### config.mk
export PLATFORM = sky130hd
export DESIGN_NAME = tmz_timer0
export DESIGN_NICKNAME = d
export VERILOG_FILES = /design/src/hdl/tmz_pkg.sv /design/src/hdl/tmz_timer0.sv
export SDC_FILE = /design/constraint.sdc
export NUM_CORES = 1
export LEC_CHECK = 0
export BUFFER_PORTS_ARGS = -buffer_cell sky130_fd_sc_hd__buf_4
export CORE_MARGIN = 4
export CORE_UTILIZATION = 45
export CTS_BUF_LIST = sky130_fd_sc_hd__clkbuf_4 sky130_fd_sc_hd__clkbuf_8 sky130_fd_sc_hd__clkbuf_16
export CTS_CLUSTER_DIAMETER = 50
export DETAILED_ROUTE_END_ITERATION = 8
export HOLD_SLACK_MARGIN = 0.03
export MAX_ROUTING_LAYER = met4
export PLACE_DENSITY = 0.75
export SKIP_LAST_GASP = 1
export SYNTH_ARGS = -nofsm -noshare
export SYNTH_HDL_FRONTEND = slang
export SYNTH_SLANG_ARGS = --single-unit
### constraint.sdc
create_clock -name clk -period 7.8 [get_ports clk]
set_input_delay 0.39 -clock clk [delete_from_list [all_inputs] [get_ports clk]]
set_output_delay 0.39 -clock clk [all_outputs]
set_load 0.005 [all_outputs]
### src/hdl/tmz_pkg.sv
package tmz_pkg;

  // ----------------------------------------------------------------
  // register map (index times four gives the byte address)
  // ----------------------------------------------------------------
  localparam int unsigned ADDR_W     = 12;
  localparam logic [11:0] IDX_COUNT  = 12'h001;
  localparam logic [11:0] IDX_INTCTL = 12'h00b;
  localparam logic [11:0] IDX_OPTION = 12'h081;
  localparam logic [11:0] ADDR_COUNT  = {IDX_COUNT[9:0], 2'b00};
  localparam logic [11:0] ADDR_INTCTL = {IDX_INTCTL[9:0], 2'b00};
  localparam logic [11:0] ADDR_OPTION = {IDX_OPTION[9:0], 2'b00};

  // ----------------------------------------------------------------
  // field positions
  // ----------------------------------------------------------------
  localparam int unsigned OPT_SRC_BIT  = 5;
  localparam int unsigned OPT_EDGE_BIT = 4;
  localparam int unsigned OPT_PSA_BIT  = 3;
  localparam int unsigned OPT_RATE_LSB = 0;
  localparam int unsigned RATE_W       = 3;
  localparam int unsigned INT_EN_BIT   = 5;
  localparam int unsigned INT_FLAG_BIT = 2;

  // ----------------------------------------------------------------
  // reset values
  // ----------------------------------------------------------------
  localparam logic [7:0] OPTION_RST = 8'hff;
  localparam logic [7:0] COUNT_RST  = 8'h00;
  localparam logic       INT_EN_RST = 1'b0;

  // ----------------------------------------------------------------
  // timing and bus response codes
  // ----------------------------------------------------------------
  localparam logic [1:0] PHASE_Q2      = 2'h1;
  localparam logic [1:0] PHASE_Q4      = 2'h3;
  localparam logic [1:0] WRITE_HOLD_IC = 2'h2;

  localparam logic [1:0] RESP_OKAY   = 2'h0;
  localparam logic [1:0] RESP_SLVERR = 2'h2;

endpackage : tmz_pkg

### src/hdl/tmz_timer0.sv
// The AXI4-Lite interface to the registers is this design's own decision.
module tmz_timer0 #(
  parameter int unsigned AW = tmz_pkg::ADDR_W
) (
  input  wire logic          clk,
  input  wire logic          rst,
  input  wire logic          ce,
  input  wire logic [AW-1:0] s_axi_awaddr,
  input  wire logic          s_axi_awvalid,
  output      logic          s_axi_awready,
  input  wire logic [31:0]   s_axi_wdata,
  input  wire logic [3:0]    s_axi_wstrb,
  input  wire logic          s_axi_wvalid,
  output      logic          s_axi_wready,
  output      logic [1:0]    s_axi_bresp,
  output      logic          s_axi_bvalid,
  input  wire logic          s_axi_bready,
  input  wire logic [AW-1:0] s_axi_araddr,
  input  wire logic          s_axi_arvalid,
  output      logic          s_axi_arready,
  output      logic [31:0]   s_axi_rdata,
  output      logic [1:0]    s_axi_rresp,
  output      logic          s_axi_rvalid,
  input  wire logic          s_axi_rready,
  input  wire logic          external_count_input,
  input  wire logic          sleep,
  input  wire logic          watchdog_tick_in,
  input  wire logic          watchdog_clear_instruction,
  output      logic          watchdog_tick_out,
  output      logic          irq
);

  // ----------------------------------------------------------------
  // state
  // ----------------------------------------------------------------
  logic [1:0]    phase_q;
  logic [7:0]    count_q;
  logic [7:0]    option_q;
  logic          int_en_q;
  logic          flag_q;
  logic [7:0]    pre_q;
  logic          lvl_prev_q;
  logic          sync_q;
  logic [1:0]    hold_q;
  logic          wdt_out_q;
  logic          aw_q;
  logic          w_q;
  logic [AW-1:0] awaddr_q;
  logic [31:0]   wdata_q;
  logic [3:0]    wstrb_q;
  logic          bvalid_q;
  logic [1:0]    bresp_q;
  logic          rvalid_q;
  logic [1:0]    rresp_q;
  logic [31:0]   rdata_q;

  // ----------------------------------------------------------------
  // configuration decode
  // ----------------------------------------------------------------
  localparam int unsigned RATE_W = tmz_pkg::RATE_W;
  logic              src_ext;
  logic              edge_fall;
  logic              prescaler_assign;
  logic [RATE_W-1:0] rate;

  assign src_ext   = option_q[tmz_pkg::OPT_SRC_BIT];
  assign edge_fall = option_q[tmz_pkg::OPT_EDGE_BIT];
  assign prescaler_assign       = option_q[tmz_pkg::OPT_PSA_BIT];
  assign rate      = option_q[tmz_pkg::OPT_RATE_LSB +: RATE_W];

  // ----------------------------------------------------------------
  // bus decode
  // ----------------------------------------------------------------
  logic do_wr;
  logic wr_lane0;
  logic wr_count;
  logic wr_intctl;
  logic wr_option;
  logic wr_hit;
  logic rd_take;
  logic rd_hit;

  assign do_wr     = aw_q & w_q & ~bvalid_q;
  assign wr_lane0  = do_wr & wstrb_q[0];
  assign wr_count  = wr_lane0 & (awaddr_q == AW'(tmz_pkg::ADDR_COUNT));
  assign wr_intctl = wr_lane0 & (awaddr_q == AW'(tmz_pkg::ADDR_INTCTL));
  assign wr_option = wr_lane0 & (awaddr_q == AW'(tmz_pkg::ADDR_OPTION));
  assign wr_hit    = (awaddr_q == AW'(tmz_pkg::ADDR_COUNT))
                   | (awaddr_q == AW'(tmz_pkg::ADDR_INTCTL))
                   | (awaddr_q == AW'(tmz_pkg::ADDR_OPTION));
  assign rd_take   = s_axi_arvalid & ~rvalid_q;
  assign rd_hit    = (s_axi_araddr == AW'(tmz_pkg::ADDR_COUNT))
                   | (s_axi_araddr == AW'(tmz_pkg::ADDR_INTCTL))
                   | (s_axi_araddr == AW'(tmz_pkg::ADDR_OPTION));

  // ----------------------------------------------------------------
  // counting path
  // ----------------------------------------------------------------
  logic       q2;
  logic       q4;
  logic       lvl;
  logic       ext_rise;
  logic       tmr_tick;
  logic       pre_tick;
  logic [7:0] pre_mask;
  logic       pre_full;
  logic       pre_out;
  logic       samp_pt;
  logic       ext_inc;
  logic       int_inc;
  logic       inc;
  logic       ovf_set;
  logic       flag_clr;

  assign q2  = (phase_q == tmz_pkg::PHASE_Q2);
  assign q4  = (phase_q == tmz_pkg::PHASE_Q4);
  assign lvl = external_count_input ^ edge_fall;
  assign ext_rise = lvl & ~lvl_prev_q;
  // timer ticks die in sleep so nothing can overflow there
  assign tmr_tick = ~sleep & (src_ext ? ext_rise : q4);
  assign pre_tick = prescaler_assign ? watchdog_tick_in : tmr_tick;
  // timer divides by 2^(n+1), watchdog by 2^n
  assign pre_mask = prescaler_assign ? (8'hff >> 4'(4'h8 - {1'b0, rate}))
                        : (8'hff >> 3'(3'h7 - rate));
  assign pre_full = &(pre_q | ~pre_mask);
  assign pre_out  = prescaler_assign ? lvl : pre_q[rate];
  assign samp_pt  = (q2 | q4) & ~sleep;
  assign ext_inc  = samp_pt & pre_out & ~sync_q;
  assign int_inc  = tmr_tick & (prescaler_assign | pre_full);
  assign inc      = (hold_q == 2'h0) & (src_ext ? ext_inc : int_inc);
  assign ovf_set  = inc & (count_q == 8'hff);
  assign flag_clr = wr_intctl & wdata_q[tmz_pkg::INT_FLAG_BIT];

  always_ff @(posedge clk or posedge rst) begin
    if (rst) begin
      phase_q <= 2'h0;
    end else if (ce) begin
      phase_q <= phase_q + 2'h1;
    end
  end

  always_ff @(posedge clk or posedge rst) begin
    if (rst) begin
      // match the idle level so reset makes no false edge
      lvl_prev_q <= tmz_pkg::OPTION_RST[tmz_pkg::OPT_EDGE_BIT];
      sync_q     <= tmz_pkg::OPTION_RST[tmz_pkg::OPT_EDGE_BIT];
    end else if (ce) begin
      lvl_prev_q <= lvl;
      if (samp_pt) begin
        sync_q <= pre_out;
      end
    end
  end

  // prescaler is not readable; a count write clears it while it serves the timer
  always_ff @(posedge clk or posedge rst) begin
    if (rst) begin
      pre_q <= 8'h00;
    end else if (ce) begin
      if (wr_count & ~prescaler_assign) begin
        pre_q <= 8'h00;
      end else if (watchdog_clear_instruction & prescaler_assign) begin
        pre_q <= 8'h00;
      end else if (pre_tick) begin
        pre_q <= pre_q + 8'h01;
      end
    end
  end

  always_ff @(posedge clk or posedge rst) begin
    if (rst) begin
      wdt_out_q <= 1'b0;
    end else if (ce) begin
      wdt_out_q <= watchdog_tick_in & (~prescaler_assign | pre_full);
    end
  end

  always_ff @(posedge clk or posedge rst) begin
    if (rst) begin
      hold_q <= 2'h0;
    end else if (ce) begin
      if (wr_count) begin
        hold_q <= tmz_pkg::WRITE_HOLD_IC;
      end else if (q4 && hold_q != 2'h0) begin
        hold_q <= hold_q - 2'h1;
      end
    end
  end

  always_ff @(posedge clk or posedge rst) begin
    if (rst) begin
      count_q <= tmz_pkg::COUNT_RST;
    end else if (ce) begin
      if (wr_count) begin
        count_q <= wdata_q[7:0];
      end else if (inc) begin
        count_q <= count_q + 8'h01;
      end
    end
  end

  // ----------------------------------------------------------------
  // option and interrupt
  // ----------------------------------------------------------------
  always_ff @(posedge clk or posedge rst) begin
    if (rst) begin
      option_q <= tmz_pkg::OPTION_RST;
    end else if (ce && wr_option) begin
      // moving to the watchdog needs a guard sequence in software
      option_q <= wdata_q[7:0];
    end
  end

  always_ff @(posedge clk or posedge rst) begin
    if (rst) begin
      int_en_q <= tmz_pkg::INT_EN_RST;
      flag_q   <= 1'b0;
    end else if (ce) begin
      if (wr_intctl) begin
        int_en_q <= wdata_q[tmz_pkg::INT_EN_BIT];
      end
      // set beats a same-cycle clear; mask never touches the flag
      flag_q <= ovf_set | (flag_q & ~flag_clr);
    end
  end

  assign irq = flag_q & int_en_q;
  assign watchdog_tick_out = wdt_out_q;

  // ----------------------------------------------------------------
  // axi4-lite slave
  // ----------------------------------------------------------------
  assign s_axi_awready = ~aw_q;
  assign s_axi_wready  = ~w_q;
  assign s_axi_bvalid  = bvalid_q;
  assign s_axi_bresp   = bresp_q;
  assign s_axi_arready = ~rvalid_q;
  assign s_axi_rvalid  = rvalid_q;
  assign s_axi_rresp   = rresp_q;
  assign s_axi_rdata   = rdata_q;

  always_ff @(posedge clk or posedge rst) begin
    if (rst) begin
      aw_q     <= 1'b0;
      w_q      <= 1'b0;
      awaddr_q <= '0;
      wdata_q  <= 32'h0;
      wstrb_q  <= 4'h0;
      bvalid_q <= 1'b0;
      bresp_q  <= tmz_pkg::RESP_OKAY;
    end else if (ce) begin
      if (s_axi_awvalid && !aw_q) begin
        aw_q     <= 1'b1;
        awaddr_q <= s_axi_awaddr;
      end else if (do_wr) begin
        aw_q <= 1'b0;
      end
      if (s_axi_wvalid && !w_q) begin
        w_q     <= 1'b1;
        wdata_q <= s_axi_wdata;
        wstrb_q <= s_axi_wstrb;
      end else if (do_wr) begin
        w_q <= 1'b0;
      end
      if (do_wr) begin
        bvalid_q <= 1'b1;
        bresp_q  <= wr_hit ? tmz_pkg::RESP_OKAY : tmz_pkg::RESP_SLVERR;
      end else if (s_axi_bready) begin
        bvalid_q <= 1'b0;
      end
    end
  end

  always_ff @(posedge clk or posedge rst) begin
    if (rst) begin
      rvalid_q <= 1'b0;
      rresp_q  <= tmz_pkg::RESP_OKAY;
      rdata_q  <= 32'h0;
    end else if (ce) begin
      if (rd_take) begin
        rvalid_q <= 1'b1;
        rresp_q  <= rd_hit ? tmz_pkg::RESP_OKAY : tmz_pkg::RESP_SLVERR;
        case (s_axi_araddr)
          AW'(tmz_pkg::ADDR_COUNT):  rdata_q <= {24'h0, count_q};
          AW'(tmz_pkg::ADDR_OPTION): rdata_q <= {24'h0, option_q};
          AW'(tmz_pkg::ADDR_INTCTL): rdata_q <= {26'h0, int_en_q,
                                                 2'h0, flag_q, 2'h0};
          default:                   rdata_q <= 32'h0;
        endcase
      end else if (s_axi_rready) begin
        rvalid_q <= 1'b0;
      end
    end
  end

endmodule // tmz_timer0

==> flow_summary_export.csv, run 1 <==
group,metric,value,unit
synth,seq_area_frac_synth,44.9,%
clocking,clk_path_buf_depth,2,
clocking,cts_hold_buf,0,
critical_path,path_max_fanout,10,
global_route,grt_antenna_before_repair,0,
routing,first_iter_violations,221,
critical_path,crit_start,"option_q[0]",
global_route,grt_overflow,0,
finish,final_layout_size_suffix_gt1_share,33.6,%
synth,async_flop_share,100,%
finish,layout.nets,507,
power_and_ir_drop,clock_power_share,27.5,%
critical_path,critPathMaxStageDelay,0.59,ns
power_and_ir_drop,vdd_ir_drop_max,0.155,mV
die,die-area,0.0100,mm2
global_route,grt_pass1_vias,2816,
routing,routedWlPerCell,14.6,um
power_and_ir_drop,p_sw_share,31.0,%
die,rows,33,
critical_path,slowest_stage,"dfstp_2",
critical_path,arrival,3.16,ns
synth,ys_ff_latch,68,
synth,synth_area,0.00382,mm2
place,placed_cells,523,
critical_path,worst_setup_path_end_kind,"flip-flop",
timing,rsz0062_at_grt,"false",
routing,drcViolationCount,0,
timing,fin_crit_sh,37.5,%
power_and_ir_drop,comb_power_share,23.8,%
timing,finalMaxSlewViolations,0,
finish,n_antenna_cell,0,
die,core_region_area,0.00822,mm2
critical_path,cp.required,8.03,ns
clocking,cts-root-buf,"clkbuf_8",
clocking,cts_setup_buffers,0,
global_route,grt_first_pass_wirelength,13100,um
place,placed_cell_area,0.00423,mm2
finish,syn_to_final_growth,16.1,%
global_route,grt_max_degree,69,
timing,tightest_slew,0.948,ns
place,gp_congestion,0.918,
routing,viasPerCell,5.32,
critical_path,startpoint_type,"flip-flop",
timing,tns,0,ns
power_and_ir_drop,internal_power,732,uW
power_and_ir_drop,p_leak,0.00209,uW
power_and_ir_drop,seq_power_share,48.7,%
synth,yosysTopAreaCell,"dfrtp_1",
clocking,clk_pin_slew_worst_paths,0.08,ns
critical_path,rr_startpoint,"option_q[0]",
finish,stdcell_area,0.00443,mm2
clocking,clk-insertion-delay-late,0.35,ns
routing,routed_wl,7890,um
die,ios,115,
synth,synth_edf_count,0,
synth,yosysMostFrequentCell,"dfrtp_1",
timing,skew,0.00873,ns
synth,synth_top_area_share,38.0,%
job,cap_violations,0,
critical_path,crit_path_cell_trace,"inv_1, ha_1, and3_2, a221oi_1, or4b_4, o32ai_4, o21ai_4, a221o_1",
finish,finish.utilization,54.0,%
power_and_ir_drop,p_sw,329,uW
place,dpl.hpwl,5850,um
synth,ys.flop_type,"dfrtp_1",
status,outcome,"complete, no violations",
clocking,postCtsResizedCells,0,
synth,avgSynthCellArea,10.4,um2
synth,ys_types,63,
routing,route.vias.total,2867,
die,die_w,100,um
routing,ant_nets,0,
timing,timing_hold_violations_final,0,
timing,max_freq,342,MHz
synth,ys_warn_count,0,
timing,min_period,2.92,ns
place,io_buffers,61,
hold_path,min-delay-start,"s_axi_awaddr[6]",
synth,yosys-top-cells-count,"dfrtp_1 (58), nand2_1 (42), mux2_2 (28), buf_4 (26), nor2_1 (19)",
clocking,cts_htree_levels,3,
timing,timing.hold.ws,0.267,ns
timing,max_slew_margin,36.5,%
critical_path,critPathKind,"reg2reg",
die,chipHeight,100,um
routing,drtPass1Iterations,4,
synth,synth_cells,368,
die,initial_core_util,46.5,%
global_route,gr-usage-all-layers,17.0,%
timing,setup_viol,0,
power_and_ir_drop,power_density,239,mW/mm2
clocking,clock_sinks,68,
synth,synth.area.top_cells,"dfrtp_1 (38%), mux2_2 (8.3%), dfstp_2 (6.9%), buf_4 (5.1%), nand2_1 (4.1%)",
clocking,cts_made_buffers,9,
finish,final_cells,539,
clocking,cts_tree,"yes",
hold_path,hp-class,"in2reg",
-- final cells by class --
cell class / count / area, um2
clock buffers: 9 / 124
clock inverters: 7 / 75.1
fillers: 752 / 3780
inverters: 17 / 63.8
multi-input cells: 270 / 1850
flip-flops and latches: 68 / 1710
well taps: 105 / 131
repair buffers: 63 / 473
-- power by group through the flow --
stage | sequential, uW | clock (uW) | combinational, uW
2_1_floorplan | 500 | 0 | 197
3_3_place_gp | 518 | 0 | 242
3_5_place_dp | 524 | 0 | 255
4_1_cts | 518 | 298 | 257
5_1_grt | 532 | 316 | 286
6_report | 517 | 292 | 252
-- stage by stage --
step           setup WS (ns)  power, uW
6_report                4.88       1060
4_1_cts                 4.87       1070
3_3_place_gp            4.95        760
3_5_place_dp            4.89        779
5_1_grt                 4.73       1130
2_1_floorplan           5.10        697
-- layer usage --
| metal | wire [um] | GRT usage [%] | vias up |
|---|---|---|---|
| li1 | - | - | 1378 |
| met3 | 553 | 3.47 | 16 |
| met5 | 0 | - | - |
| met4 | 204 | 8.29 | 0 |
| met2 | 3750 | 26.4 | 110 |
| met1 | 3380 | 21.3 | 1363 |
-- critical path, delay by kind of cell, from the launching register on --
| family | cells | cell delay, ns |
|---|---|---|
| AO/OA/AOI/OAI | 4 | 1.06 |
| AND/OR/NAND/NOR | 2 | 0.72 |
| flip-flops | 1 | 0.59 |
| adder cells (fa/ha/maj) | 1 | 0.33 |
| buffers and inverters | 1 | 0.12 |
-- cell usage in the layout, fill, tap and decap left out, types with 2 or more instances in the layout --
cell / instances
nor2_1: 19
a211oi_1: 2
o22ai_1: 4
dfrtp_1: 58
clkinvlp_4: 3
nand2_1: 42
and3_2: 5
inv_1: 16
nor3b_1: 5
nor3_1: 5
xor2_1: 8
nand4b_1: 3
or3b_2: 2
nor4_1: 3
o31ai_1: 6
and3_1: 11
and2_1: 5
and4_1: 2
mux2i_1: 9
dfstp_2: 10
clkbuf_8: 9
a31oi_1: 2
buf_4: 63
a21o_2: 2
nand4_1: 5
and4_2: 3
conb_1: 26
a21oi_1: 10
mux4_2: 2
ha_1: 6
mux2_2: 28
o21ai_0: 17
inv_6: 2
nor2b_1: 4
nand3_1: 8
-- final timing paths --
path	to	slack, ns	cells past startpoint
max reg2reg	count_q[1]	4.88	8
min reg2reg	s_axi_rdata[6]	0.48	2
max	count_q[1]	4.88	8
min in group asynchronous	int_en_q	0.29	3
max in group asynchronous	s_axi_rdata[3]	6.95	3
min	awaddr_q[6]	0.27	2
-- logic make-up after synthesis --
family | count (synthesis) | synth area share [%]
simple gates | 131 | 18.7
flops | 68 | 44.9
compound gates | 59 | 11.4
buf+inv | 55 | 9.05
mux | 39 | 11.8
xor+xnor | 9 | 2.07
fa+ha+maj | 6 | 1.97
other cells | 1 | 0.0982
-- flip-flops by register name, indices dropped and copies added (netlist names) --
signal	flops
s_axi_bresp	1
w_q	1
s_axi_rdata	8
count_q	8
s_axi_rvalid	1
s_axi_bvalid	1
sync_q	1
hold_q	2
flag_q	1
wstrb_q	1
wdata_q	8
option_q	8
aw_q	1
int_en_q	1
watchdog_tick_out	1
s_axi_rresp	1
pre_q	8
lvl_prev_q	1
awaddr_q	12
phase_q	2
Note: power is estimated with default switching activity, not from simulation.
==> run 2: changes to the inputs <==
==> constraint.sdc (replaced) <==
create_clock -name clk -period 2.96 [get_ports clk]
set_input_delay 0.148 -clock clk [delete_from_list [all_inputs] [get_ports clk]]
set_output_delay 0.148 -clock clk [all_outputs]
set_load 0.005 [all_outputs]
==> run 2 against run 1 <==
  * Sequential cell count is the same
  * Register-to-register slack lost 4.7 ns
  * Sequential share of layout area shrank 2.0 points
  * Total power grew to 2.7 times the previous value
  * Hold slack lost 0.22 ns
  * Wire length grew 6.6%
  * Fmax grew 4.5%
  * Die area is the same
  * Clock power grew to 2.7 times the previous value
  * Critical path depth is the same
  * Largest cell class unchanged
==> flow_summary_export.csv, run 2 (synthesis gave the netlist of run 1 again) <==
group,metric,value,unit
timing,layout_setup_ws,0.162,ns
timing,fin_crit_sh,94.5,%
critical_path,crit_buf_inv,1,
critical_path,worst_setup_path_end_kind,"flip-flop",
clocking,clk_pin_slew_worst_paths,0.08,ns
clocking,cts_tree,"yes",
die,chipHeight,100,um
die,rows,33,
timing,timing_hold_violations_final,0,
place,gp_congestion,0.861,
routing,routedWlPerCell,15.0,um
global_route,gr-usage-all-layers,17.7,%
hold_path,hp-class,"in2async",
routing,routed_wl,8410,um
critical_path,startpoint_type,"flip-flop",
critical_path,slowest_stage,"dfstp_2",
die,die-area,0.0100,mm2
clocking,clk-insertion-delay-late,0.35,ns
timing,tightest_slew,1.02,ns
global_route,grt_antenna_before_repair,0,
routing,drcViolationCount,0,
timing,min_period,2.80,ns
finish,n_antenna_cell,0,
timing,tns,0,ns
die,die_w,100,um
finish,layout.nets,529,
routing,route.vias.total,3006,
power_and_ir_drop,p_leak,0.00218,uW
routing,drtPass1Iterations,4,
timing,setup_viol,0,
clocking,cts-root-buf,"clkbuf_8",
die,ios,115,
global_route,grt_pass1_vias,2883,
routing,first_iter_violations,193,
finish,largest-register,"awaddr_q",
routing,viasPerCell,5.36,
die,initial_core_util,46.5,%
finish,final_common_cell,"buf_4",
critical_path,cp.required,3.19,ns
clocking,clock_sinks,68,
global_route,grt_overflow,0,
power_and_ir_drop,vdd_ir_drop_max,0.360,mV
timing,max_slew_margin,31.6,%
finish,largest_reg_flops,12,
status,outcome,"complete, no violations",
die,core_region_area,0.00822,mm2
critical_path,path_max_fanout,6,
critical_path,critPathKind,"reg2reg",
power_and_ir_drop,power_density,611,mW/mm2
place,io_buffers,61,
timing,max_freq,357,MHz
job,cap_violations,0,
finish,seqCellArea,0.00171,mm2
finish,finish.utilization,56.8,%
clocking,cts_made_buffers,9,
critical_path,critPathMaxStageDelay,0.59,ns
finish,syn_to_final_growth,22.3,%
clocking,clk_path_buf_depth,2,
clocking,cts_setup_buffers,0,
critical_path,crit_family,"compound AO/OA/AOI/OAI gates",
critical_path,crit_path_cell_trace,"inv_1, ha_1, or3b_2, a21o_2, a41oi_2, o32ai_2, and3_1, o32a_2",
place,dpl.hpwl,5930,um
finish,multi_input_area,0.00188,mm2
timing,rsz0062_at_grt,"false",
clocking,cts_htree_levels,3,
finish,final_cell_mix,"buf_4 (65), dfrtp_1 (58), nand2_1 (42)",
global_route,grt_first_pass_wirelength,13800,um
place,dp_slack,0.0902,ns
routing,ant_nets,0,
timing,finalMaxSlewViolations,0,
timing,skew,0.00641,ns
global_route,grt_max_degree,51,
finish,num-fill-cells,714,
finish,final_layout_size_suffix_gt1_share,32.9,%
critical_path,arrival,3.03,ns
==> run 2: report_power, final <==
part / leakage, uW / internal (uW) / switching (uW)
registers: 0.000837 / 1170 / 194
logic: 0.00125 / 386 / 312
clock network: 0.0000952 / 423 / 365
==> run 2: layer usage <==
metal	vias to the layer above	share of wire, %	track usage (%)
li1	1427	-	-
met1	1453	43	21.9
met2	114	48	28.2
met3	12	7.4	4.45
met4	0	1.7	6.84
met5	-	0	-
==> run 2: repair_timing <==
| action | in CTS | in global routing |
|---|---|---|
| hold endpoints to repair | 18 | 1 |
| hold buffers | 18 | 1 |
| endpoints found under the setup margin | 0 | 3 |
| gates resized for setup | 0 | 1 |
==> run 2: stage by stage <==
stage          std cells  instance area [um2]  total power, uW  hold slack, ns
2_1_floorplan        393                 3910             1840           0.295
3_3_place_gp         525                 4250             2010           0.381
6_report             561                 4670             2850          0.0511
3_5_place_dp         525                 4250             2050           0.384
5_1_grt              561                 4670             3040          0.0409
4_1_cts              559                 4640             2860          0.0321
==> run 2: final cells by class <==
| class | count | area share (%) |
|---|---|---|
| well taps | 105 | 2.81 |
| flip-flops and latches | 68 | 36.7 |
| clock inverters | 5 | 1.31 |
| clock buffers | 11 | 3.11 |
| repair buffers | 84 | 14.5 |
| multi-input cells | 271 | 40.2 |
| inverters | 17 | 1.37 |
==> run 2: final timing paths <==
check / start / endpoint / slack, ns / cells past startpoint
setup / recovery: option_q[0] / count_q[4] / 0.16 / 8
hold / removal: rst / int_en_q / 0.05 / 2
setup reg to reg: option_q[0] / count_q[4] / 0.16 / 8
hold reg to reg: sync_q / sync_q / 0.48 / 2
max in group asynchronous: rst / sync_q / 2.13 / 3
min in group clk: s_axi_wdata[3] / wdata_q[3] / 0.05 / 2
